--- config.mk ---
export PLATFORM = sky130hd
export DESIGN_NAME = csf_status_flags
export DESIGN_NICKNAME = d
export VERILOG_FILES = /design/src/csf_alu_flags.v /design/src/csf_wb_slave.v /design/src/csf_status_flags.v
export VERILOG_INCLUDE_DIRS = /design/src
export SDC_FILE = /design/constraint.sdc
export NUM_CORES = 1
export LEC_CHECK = 0
export BUFFER_PORTS_ARGS = -buffer_cell sky130_fd_sc_hd__buf_4
export CAP_MARGIN = 20
export CORE_MARGIN = 4
export CORE_UTILIZATION = 53
export CTS_BUF_LIST = sky130_fd_sc_hd__clkbuf_8
export DETAILED_ROUTE_END_ITERATION = 10
export PLACE_DENSITY = 0.93
export SETUP_SLACK_MARGIN = 0.15
export SKIP_LAST_GASP = 1
export SLEW_MARGIN = 5
export SYNTH_ARGS = -nofsm -noshare
export SYNTH_HDL_FRONTEND = slang
export SYNTH_SLANG_ARGS = --single-unit
--- constraint.sdc ---
create_clock -name clk_i -period 5.57 [get_ports clk_i]
set_input_delay 0.2785 -clock clk_i [delete_from_list [all_inputs] [get_ports clk_i]]
set_output_delay 0.2785 -clock clk_i [all_outputs]
set_load 0.01 [all_outputs]
--- src/csf_defines.vh ---
// constants for the status flag block: register offset, bit positions, op codes
// assumes an 8-bit core whose sequencer tells this block which operation writes back
`ifndef CSF_DEFINES_VH
`define CSF_DEFINES_VH
// register map (word aligned on the bus)
`define CSF_FLAGS_ADDR   8'h00
`define CSF_ACT_ADDR     8'h04
`define CSF_ADDR_W       8
// flag bit positions
`define CSF_BIT_C        0
`define CSF_BIT_HALF     1
`define CSF_BIT_Z        2
`define CSF_BIT_OVF      3
`define CSF_BIT_PDOWN    4
`define CSF_BIT_TIMEOUT  5
`define CSF_BIT_CHAIN    6
`define CSF_BIT_SIGN     7
// bits software may write (all but timeout and power-down)
`define CSF_SW_MASK      8'hcf
// flag register value after reset
`define CSF_FLAGS_RST    8'h00
// alu operation codes from the sequencer
`define CSF_OP_W         4
`define CSF_OP_NONE      4'h0
`define CSF_OP_ADD       4'h1
`define CSF_OP_ADC       4'h2
`define CSF_OP_SUB       4'h3
`define CSF_OP_SUBB      4'h4
`define CSF_OP_AND       4'h5
`define CSF_OP_OR        4'h6
`define CSF_OP_XOR       4'h7
`define CSF_OP_RLC       4'h8
`define CSF_OP_RRC       4'h9
`define CSF_OP_INC       4'ha
`define CSF_OP_DEC       4'hb
`define CSF_OP_CPL       4'hc
`endif

--- src/csf_alu_flags.v ---
// combinational 8-bit alu that also derives carry, half-carry, zero and overflow
// assumes the sequencer presents operands and the current carry in the same cycle
`timescale 1ns/1ps
`include "csf_defines.vh"
module csf_alu_flags (
    input  wire [`CSF_OP_W-1:0] op_i,
    input  wire [7:0]           a_i,
    input  wire [7:0]           b_i,
    input  wire                 c_i,
    output reg  [7:0]           res_o,
    output reg                  c_o,
    output reg                  half_o,
    output reg                  ovf_o,
    output reg                  z_o,
    output reg                  arith_o,
    output reg                  logic_o,
    output reg                  rot_o
);
    reg [8:0] sum;    // full sum with carry out
    reg [4:0] lo;     // low nibble sum for half-carry
    reg [7:0] bb;     // second operand, inverted for subtract
    reg       cin;    // carry into bit 0
    reg       c7;     // carry into msb
    // subtract is a + ~b + cin, so carry out means no borrow
    always @* begin
        sum     = 9'h000;
        lo      = 5'h00;
        bb      = b_i;
        cin     = 1'b0;
        c7      = 1'b0;
        res_o   = a_i;
        c_o     = c_i;
        half_o  = 1'b0;
        ovf_o   = 1'b0;
        arith_o = 1'b0;
        logic_o = 1'b0;
        rot_o   = 1'b0;
        case (op_i)
            `CSF_OP_ADD, `CSF_OP_ADC, `CSF_OP_SUB, `CSF_OP_SUBB,
            `CSF_OP_INC, `CSF_OP_DEC: begin
                arith_o = 1'b1;
                case (op_i)
                    `CSF_OP_SUB: begin
                        bb  = ~b_i;
                        cin = 1'b1;
                    end
                    `CSF_OP_SUBB: begin
                        bb  = ~b_i;
                        cin = c_i;
                    end
                    `CSF_OP_ADC: cin = c_i;
                    `CSF_OP_INC: bb  = 8'h01;
                    `CSF_OP_DEC: bb  = 8'hff;
                    default:     cin = 1'b0;
                endcase
                sum   = {1'b0, a_i} + {1'b0, bb} + {8'h00, cin};
                lo    = {1'b0, a_i[3:0]} + {1'b0, bb[3:0]} + {4'h0, cin};
                c7    = a_i[7] ^ bb[7] ^ sum[7];
                res_o = sum[7:0];
                // [RULE6] carry or no borrow
                c_o   = sum[8];
                // [RULE8] low nibble carry
                half_o = lo[4];
                // [RULE10] carry in versus out
                ovf_o = c7 ^ sum[8];
            end
            `CSF_OP_AND: begin
                logic_o = 1'b1;
                res_o   = a_i & b_i;
            end
            `CSF_OP_OR: begin
                logic_o = 1'b1;
                res_o   = a_i | b_i;
            end
            `CSF_OP_XOR: begin
                logic_o = 1'b1;
                res_o   = a_i ^ b_i;
            end
            `CSF_OP_CPL: begin
                logic_o = 1'b1;
                res_o   = ~a_i;
            end
            // [RULE7] carry rotates through
            `CSF_OP_RLC: begin
                rot_o = 1'b1;
                res_o = {a_i[6:0], c_i};
                c_o   = a_i[7];
            end
            `CSF_OP_RRC: begin
                rot_o = 1'b1;
                res_o = {c_i, a_i[7:1]};
                c_o   = a_i[0];
            end
            default: res_o = a_i;
        endcase
        // [RULE9] zero result
        z_o = (res_o == 8'h00);
    end
endmodule

--- src/csf_wb_slave.v ---
// classic wishbone slave front end: decodes, gives ack one cycle after the request
// assumes a single-cycle master that holds the request until ack
`timescale 1ns/1ps
`include "csf_defines.vh"
module csf_wb_slave (
    input  wire                   clk_i,
    input  wire                   rst_i,
    input  wire                   cyc_i,
    input  wire                   stb_i,
    input  wire                   we_i,
    input  wire [3:0]             sel_i,
    input  wire [`CSF_ADDR_W-1:0] adr_i,
    input  wire [31:0]            dat_i,
    input  wire [7:0]             flags_i,
    output reg                    ack_o,
    output reg  [31:0]            dat_o,
    output wire                   flags_we_o,
    output wire [7:0]             wdata_o
);
    wire req;   // request pending and not yet answered
    wire hit;   // address maps to the flag register
    assign req        = cyc_i & stb_i & ~ack_o;
    assign hit        = (adr_i == `CSF_FLAGS_ADDR);
    // write lands at the edge ack is sampled; only byte lane 0 carries flags
    assign flags_we_o = ack_o & cyc_i & stb_i & we_i & hit & sel_i[0];
    assign wdata_o    = dat_i[7:0];
    // ack one cycle after request, dropped the cycle after; unmapped reads return zero
    always @(posedge clk_i) begin
        if (rst_i) begin
            ack_o <= 1'b0;
            dat_o <= 32'h00000000;
        end else begin
            ack_o <= req;
            if (req & ~we_i) begin
                dat_o <= hit ? {24'h000000, flags_i} : 32'h00000000;
            end
        end
    end
endmodule

--- src/csf_status_flags.v ---
// status flag register of the 8-bit core, with flag update from the alu
// assumes the sequencer pulses wb_en_i in the write-back cycle of each alu operation,
// and pulses the watchdog-refresh and stop strobes for one cycle each
//
// Notes on behaviour
// [RULE1] one 8-bit flag register, fixed bit order
// [RULE2] software writes spare timeout and power-down
// [RULE3] timeout changes only by listed events
// [RULE4] timeout cleared by refresh/stop, set by watchdog
// [RULE5] power-down cleared by refresh, set by stop
// [RULE6] carry means carry out or no borrow
// [RULE7] rotate through carry uses carry flag
// [RULE8] half-carry from low nibble carry/no borrow
// [RULE9] zero flag set on zero result
// [RULE10] overflow is carry-in xor carry-out of msb
// [RULE11] sign-compare is overflow xor result msb
// [RULE12] plain subtract copies zero into chained-zero
// [RULE13] borrow subtract ands chained-zero with zero
// [RULE14] other operations keep chained-zero
// [RULE15] no automatic save on interrupt or call
// [RULE16] power-up clears timeout, power-down only; reset here clears all eight flags
// [RULE17] flags update in the write-back cycle
`timescale 1ns/1ps
`include "csf_defines.vh"
module csf_status_flags (
    input  wire                   clk_i,
    input  wire                   rst_i,
    // wishbone slave
    input  wire                   cyc_i,
    input  wire                   stb_i,
    input  wire                   we_i,
    input  wire [3:0]             sel_i,
    input  wire [`CSF_ADDR_W-1:0] adr_i,
    input  wire [31:0]            dat_i,
    output wire                   ack_o,
    output wire [31:0]            dat_o,
    // sequencer and alu side
    input  wire                   wb_en_i,
    input  wire [`CSF_OP_W-1:0]   op_i,
    input  wire [7:0]             a_i,
    input  wire [7:0]             b_i,
    input  wire                   watchdog_refresh_instr_i,
    input  wire                   stop_instr_i,
    input  wire                   watchdog_timeout_i,
    output reg  [7:0]             result_o,
    output wire [7:0]             processor_flags_o
);
    reg  [7:0] processor_flags;  // the flag register
    reg  [7:0] next_flags;       // value loaded at the next edge
    wire [7:0] alu_res;          // alu result
    wire       alu_c;            // carry out of alu
    wire       alu_half;         // half-carry out of alu
    wire       alu_ovf;          // overflow out of alu
    wire       alu_z;            // zero out of alu
    wire       is_arith;         // add/sub family
    wire       is_logic;         // logical family
    wire       is_rot;           // rotate through carry
    wire       sw_we;            // software write strobe
    wire [7:0] sw_data;          // software write data

    // function decoding the subtract family, used for both chained-zero cases
    function [1:0] csf_sub_kind;
        input [`CSF_OP_W-1:0] op;
        begin
            case (op)
                `CSF_OP_SUB: csf_sub_kind = 2'b01;
                `CSF_OP_SUBB: csf_sub_kind = 2'b10;
                default:     csf_sub_kind = 2'b00;
            endcase
        end
    endfunction

    // [RULE1] flag register view
    assign processor_flags_o = processor_flags;

    // bus front end
    csf_wb_slave u_bus (
        .clk_i      (clk_i),
        .rst_i      (rst_i),
        .cyc_i      (cyc_i),
        .stb_i      (stb_i),
        .we_i       (we_i),
        .sel_i      (sel_i),
        .adr_i      (adr_i),
        .dat_i      (dat_i),
        .flags_i    (processor_flags),
        .ack_o      (ack_o),
        .dat_o      (dat_o),
        .flags_we_o (sw_we),
        .wdata_o    (sw_data)
    );

    // alu with flag derivation
    csf_alu_flags u_alu (
        .op_i    (op_i),
        .a_i     (a_i),
        .b_i     (b_i),
        .c_i     (processor_flags[`CSF_BIT_C]),
        .res_o   (alu_res),
        .c_o     (alu_c),
        .half_o  (alu_half),
        .ovf_o   (alu_ovf),
        .z_o     (alu_z),
        .arith_o (is_arith),
        .logic_o (is_logic),
        .rot_o   (is_rot)
    );

    // next flag value: software write first, then the alu write-back wins the
    // arithmetic bits, since the instruction stream owns them in that cycle
    always @* begin
        next_flags = processor_flags;
        // [RULE2] software write masked
        if (sw_we) begin
            next_flags = (processor_flags & ~`CSF_SW_MASK) | (sw_data & `CSF_SW_MASK);
        end
        // [RULE17] write-back cycle update
        if (wb_en_i) begin
            if (is_arith) begin
                next_flags[`CSF_BIT_C]  = alu_c;
                next_flags[`CSF_BIT_HALF] = alu_half;
                next_flags[`CSF_BIT_OVF]  = alu_ovf;
                // [RULE11] overflow xor msb
                next_flags[`CSF_BIT_SIGN] = alu_ovf ^ alu_res[7];
            end
            // [RULE7] rotate updates carry
            if (is_rot) begin
                next_flags[`CSF_BIT_C] = alu_c;
            end
            // [RULE9] zero on arith/logic
            if (is_arith | is_logic) begin
                next_flags[`CSF_BIT_Z] = alu_z;
            end
            // [RULE12] [RULE13] [RULE14] chained zero by family; other ops leave
            // it alone, so a software write landing in the same cycle still sticks
            case (csf_sub_kind(op_i))
                2'b01:   next_flags[`CSF_BIT_CHAIN] = alu_z;
                2'b10:   next_flags[`CSF_BIT_CHAIN] = processor_flags[`CSF_BIT_CHAIN] & alu_z;
                default: next_flags[`CSF_BIT_CHAIN] = next_flags[`CSF_BIT_CHAIN];
            endcase
        end
        // [RULE3] [RULE4] timeout events
        if (watchdog_refresh_instr_i | stop_instr_i) begin
            next_flags[`CSF_BIT_TIMEOUT] = 1'b0;
        end
        // set beats clear when a time-out lands with a refresh
        if (watchdog_timeout_i) begin
            next_flags[`CSF_BIT_TIMEOUT] = 1'b1;
        end
        // [RULE5] power-down events
        if (watchdog_refresh_instr_i) begin
            next_flags[`CSF_BIT_PDOWN] = 1'b0;
        end
        if (stop_instr_i) begin
            next_flags[`CSF_BIT_PDOWN] = 1'b1;
        end
    end

    // flag register; arithmetic bits reset to zero so simulation stays defined,
    // software must not rely on them before the first update
    // [RULE15] no stacking here, nothing saves this register on calls
    always @(posedge clk_i) begin
        if (rst_i) begin
            // [RULE16] power-up values
            processor_flags <= `CSF_FLAGS_RST;
        end else begin
            processor_flags <= next_flags;
        end
    end

    // result register for the write-back path
    always @(posedge clk_i) begin
        if (rst_i) begin
            result_o <= 8'h00;
        end else if (wb_en_i) begin
            result_o <= alu_res;
        end
    end
endmodule

==> flow_results.xml <==
<?xml version="1.0" encoding="UTF-8"?>
<metrics>
  <group name="setup_path">
    <metric name="crit_fanout" unit="">18</metric>
    <metric name="critPathRequiredTime" unit="ps">5760</metric>
    <metric name="timing.rr.start" unit="">processor_flags_o[0]</metric>
    <metric name="critical_path_startpoint_category" unit="">primary input</metric>
    <metric name="setup_crit_start" unit="">op_i[2]</metric>
    <metric name="data_arrival_time_of_the_critical_path" unit="ps">4340</metric>
    <metric name="worst_setup_path_end_kind" unit="">register</metric>
    <metric name="path_class" unit="">in -&gt; reg</metric>
  </group>
  <group name="placement">
    <metric name="detailed_place_hpwl" unit="mm">5.92</metric>
    <metric name="detailed_place.area" unit="mm2">0.00314</metric>
    <metric name="gp_congestion" unit="">0.909</metric>
    <metric name="portBuffers" unit="">68</metric>
    <metric name="detailedPlace.worstSlack" unit="ps">1150</metric>
    <metric name="dp_cells" unit="">466</metric>
  </group>
  <group name="sta">
    <metric name="worst_slew_pin_slew" unit="ps">694</metric>
    <metric name="grt_setup_unrepaired" unit="">no</metric>
    <metric name="post_layout_min_period" unit="ps">4150</metric>
    <metric name="relSlewSlack" unit="%">53.5</metric>
    <metric name="setup_viol" unit="">0</metric>
    <metric name="final.setup_skew" unit="ps">6.07</metric>
    <metric name="maxClockFrequency" unit="MHz">241</metric>
    <metric name="hold-worst-slack" unit="ps">210</metric>
    <metric name="fin_setup_tns" unit="ps">0</metric>
    <metric name="finalHoldViolations" unit="">0</metric>
    <metric name="worst_slack" unit="ps">1420</metric>
    <metric name="min_period_over_period" unit="%">74.6</metric>
    <metric name="drv_slew" unit="">0</metric>
  </group>
  <group name="synthesis">
    <metric name="syn_area_per_cell" unit="um2">7.81</metric>
    <metric name="synthesis.area" unit="mm2">0.00276</metric>
    <metric name="yosys_register_bits" unit="">25</metric>
    <metric name="dominantRegCellSynth" unit="">sky130_fd_sc_hd__dfxtp_1</metric>
    <metric name="yosys.cell_count.top_type" unit="">sky130_fd_sc_hd__nor2_1</metric>
    <metric name="synth_area_leader_cell" unit="">sky130_fd_sc_hd__dfxtp_1</metric>
    <metric name="ys_seq_area_share" unit="%">18.2</metric>
    <metric name="ys_warn_count" unit="">0</metric>
    <metric name="synthTopCellsByArea" unit="">sky130_fd_sc_hd__dfxtp_1 (18%), sky130_fd_sc_hd__ha_1 (12%), sky130_fd_sc_hd__buf_4 (7.4%)</metric>
    <metric name="synth_enable_flop_cells" unit="">0</metric>
    <metric name="async_reset_ff_share" unit="%">0</metric>
    <metric name="synth.distinct_cells" unit="">62</metric>
    <metric name="synth_top_area_share" unit="%">18.2</metric>
    <metric name="synthesis.instances" unit="">353</metric>
    <metric name="synth.top_cells.by_count" unit="">sky130_fd_sc_hd__nor2_1 (35), sky130_fd_sc_hd__inv_1 (30), sky130_fd_sc_hd__buf_4 (27), sky130_fd_sc_hd__ha_1 (26), sky130_fd_sc_hd__dfxtp_1 (25)</metric>
  </group>
  <group name="grt">
    <metric name="initial_antenna_violation_count" unit="">0</metric>
    <metric name="grt_first_pass_wirelength" unit="mm">12.3</metric>
    <metric name="groute.usage.overall" unit="%">23.9</metric>
    <metric name="grt_max_degree" unit="">35</metric>
    <metric name="overflow" unit="">0</metric>
    <metric name="first_global_vias" unit="">2605</metric>
  </group>
  <group name="power">
    <metric name="switchingPower" unit="mW">0.205</metric>
    <metric name="power_density" unit="mW/mm2">172</metric>
    <metric name="sequential_cell_fraction_of_total_power" unit="%">35.5</metric>
    <metric name="switching_share" unit="%">37.3</metric>
    <metric name="vdd_ir_drop_max" unit="mV">0.0971</metric>
    <metric name="intPower" unit="mW">0.345</metric>
    <metric name="clkPwrFrac" unit="%">20.2</metric>
    <metric name="power.combinational.fraction" unit="%">44.3</metric>
    <metric name="leakage" unit="nW">1.55</metric>
  </group>
  <group name="min_path">
    <metric name="worst_hold_path_type" unit="">in -&gt; reg</metric>
    <metric name="hold_path_startpoint" unit="">watchdog_timeout_i</metric>
  </group>
  <group name="die">
    <metric name="die_height" unit="um">80.1</metric>
    <metric name="design.die.area" unit="mm2">0.00642</metric>
    <metric name="die_x" unit="um">80.1</metric>
    <metric name="ioPinCount" unit="">122</metric>
    <metric name="initial_standard_cell_utilization_of_the_core" unit="%">56.5</metric>
    <metric name="placementRows" unit="">25</metric>
    <metric name="core_region_area" unit="mm2">0.00488</metric>
  </group>
  <group name="flow_run">
    <metric name="max-cap-violations" unit="">0</metric>
  </group>
  <group name="detailed_routing">
    <metric name="drt_first_pass_iters" unit="">7</metric>
    <metric name="drt-wirelength-per-cell" unit="um">16.2</metric>
    <metric name="route.detailed.vias_per_inst" unit="">6.02</metric>
    <metric name="totalWireLength" unit="mm">7.60</metric>
    <metric name="drcViolationCount" unit="">0</metric>
    <metric name="antenna_violating_nets_post_route" unit="">0</metric>
    <metric name="route.vias.total" unit="">2830</metric>
    <metric name="first_iter_violations" unit="">266</metric>
  </group>
  <group name="final_layout">
    <metric name="num-nets-final" unit="">505</metric>
    <metric name="final_cells" unit="">470</metric>
    <metric name="drive_gt1_share" unit="%">20.1</metric>
    <metric name="fin_area" unit="mm2">0.00319</metric>
    <metric name="antenna-diode-count" unit="">0</metric>
    <metric name="syn_to_final_growth" unit="%">15.8</metric>
  </group>
  <group name="clock_network">
    <metric name="htree_num_levels" unit="">1</metric>
    <metric name="cts-resized-gates" unit="">0</metric>
    <metric name="clock_latency" unit="ps">280</metric>
    <metric name="path_clk_slew" unit="ps">90</metric>
    <metric name="cts-root-to-sink-buffers" unit="">2</metric>
    <metric name="cts_setup_buffers" unit="">0</metric>
    <metric name="cts_made_buffers" unit="">3</metric>
    <metric name="post_cts_hold_fix_bufs" unit="">0</metric>
    <metric name="cts_root_buffer" unit="">sky130_fd_sc_hd__clkbuf_8</metric>
    <metric name="cts_tree" unit="">done</metric>
    <metric name="cts_sinks" unit="">25</metric>
  </group>
  <group name="run_status">
    <metric name="run_status" unit="">complete, no violations</metric>
  </group>
</metrics>
path summary, 6_finish.rpt:
check / depth (start not counted) / end / slack (ps)
setup / recovery: 16 / processor_flags_o[2] / 1420
hold reg to reg: 2 / result_o[1] / 490
hold / removal: 3 / processor_flags_o[5] / 210
setup reg to reg: 14 / processor_flags_o[2] / 2310
cells in the final DEF, fill, tap and decap left out, types with 11 or more instances in the layout:
cell	instances
sky130_fd_sc_hd__conb_1	24
sky130_fd_sc_hd__o21ai_0	11
sky130_fd_sc_hd__ha_1	26
sky130_fd_sc_hd__dfxtp_1	25
sky130_fd_sc_hd__mux2i_1	11
sky130_fd_sc_hd__buf_4	68
sky130_fd_sc_hd__a22oi_1	11
sky130_fd_sc_hd__nand2_1	20
sky130_fd_sc_hd__a21oi_1	15
sky130_fd_sc_hd__inv_1	30
sky130_fd_sc_hd__nor2_1	35
layer usage:
metal | track usage [%] | share of wire, % | up-vias
met1 | 29.3 | 39 | 1301
li1 | - | - | 1331
met4 | 6.42 | 2.1 | 0
met5 | 0 | 0 | -
met3 | 5.04 | 9.8 | 23
met2 | 41.9 | 49 | 175
flip-flops by register name, indices dropped and copies added, names as in the netlist:
register           flops
processor_flags_o      8
result_o               8
u_bus.dat_o            8
u_bus.ack_o            1
critical path, cell delays in order:
cell,delay [ps]
sky130_fd_sc_hd__buf_4,200
sky130_fd_sc_hd__nor2b_1,550
sky130_fd_sc_hd__nand2_1,200
sky130_fd_sc_hd__ha_1,430
sky130_fd_sc_hd__xor2_1,240
sky130_fd_sc_hd__nand2_1,110
sky130_fd_sc_hd__fa_1,270
sky130_fd_sc_hd__inv_1,80
sky130_fd_sc_hd__fa_1,410
sky130_fd_sc_hd__nor2b_1,180
sky130_fd_sc_hd__o2111ai_1,220
sky130_fd_sc_hd__a31oi_1,310
sky130_fd_sc_hd__nor3b_1,80
sky130_fd_sc_hd__o32ai_1,370
sky130_fd_sc_hd__nand2b_1,150
sky130_fd_sc_hd__o31ai_1,260
cell type report:
class / instances / area, um2
Clock buffer: 3 / 41.3
Clock inverter: 1 / 7.51
Fill cell: 436 / 1690
Inverter: 30 / 113
Multi-Input combinational cell: 276 / 1940
Sequential cell: 25 / 500
Tap cell: 67 / 83.8
Timing Repair Buffer: 68 / 510
kinds of logic after synthesis:
logic type,Yosys count,synth area share (%)
muxes,14,5.22
other,1,0.136
buffers and inverters,75,14.7
DFF,25,18.2
adders and majority gates,28,13.3
AOI/OAI and AO/OA,104,27.5
xor gates and xnor gates,7,2.22
and+or+nand+nor,99,18.8
stage by stage:
step | total power [mW] | utilization, %
2_1_floorplan | 0.372 | -
3_3_place_gp | 0.430 | 64.4
3_5_place_dp | 0.438 | 64.4
4_1_cts | 0.547 | 65.4
5_1_grt | 0.588 | 65.4
6_report | 0.551 | 65.4
power by group through the flow:
stage	clock network (mW)	registers (mW)	logic (mW)
global route	0.122	0.197	0.269
global placement	0	0.199	0.231
CTS	0.112	0.195	0.240
detailed placement	0	0.199	0.238
finish	0.111	0.195	0.244
floorplan	0	0.202	0.170
(Power assumes the default switching activity.)
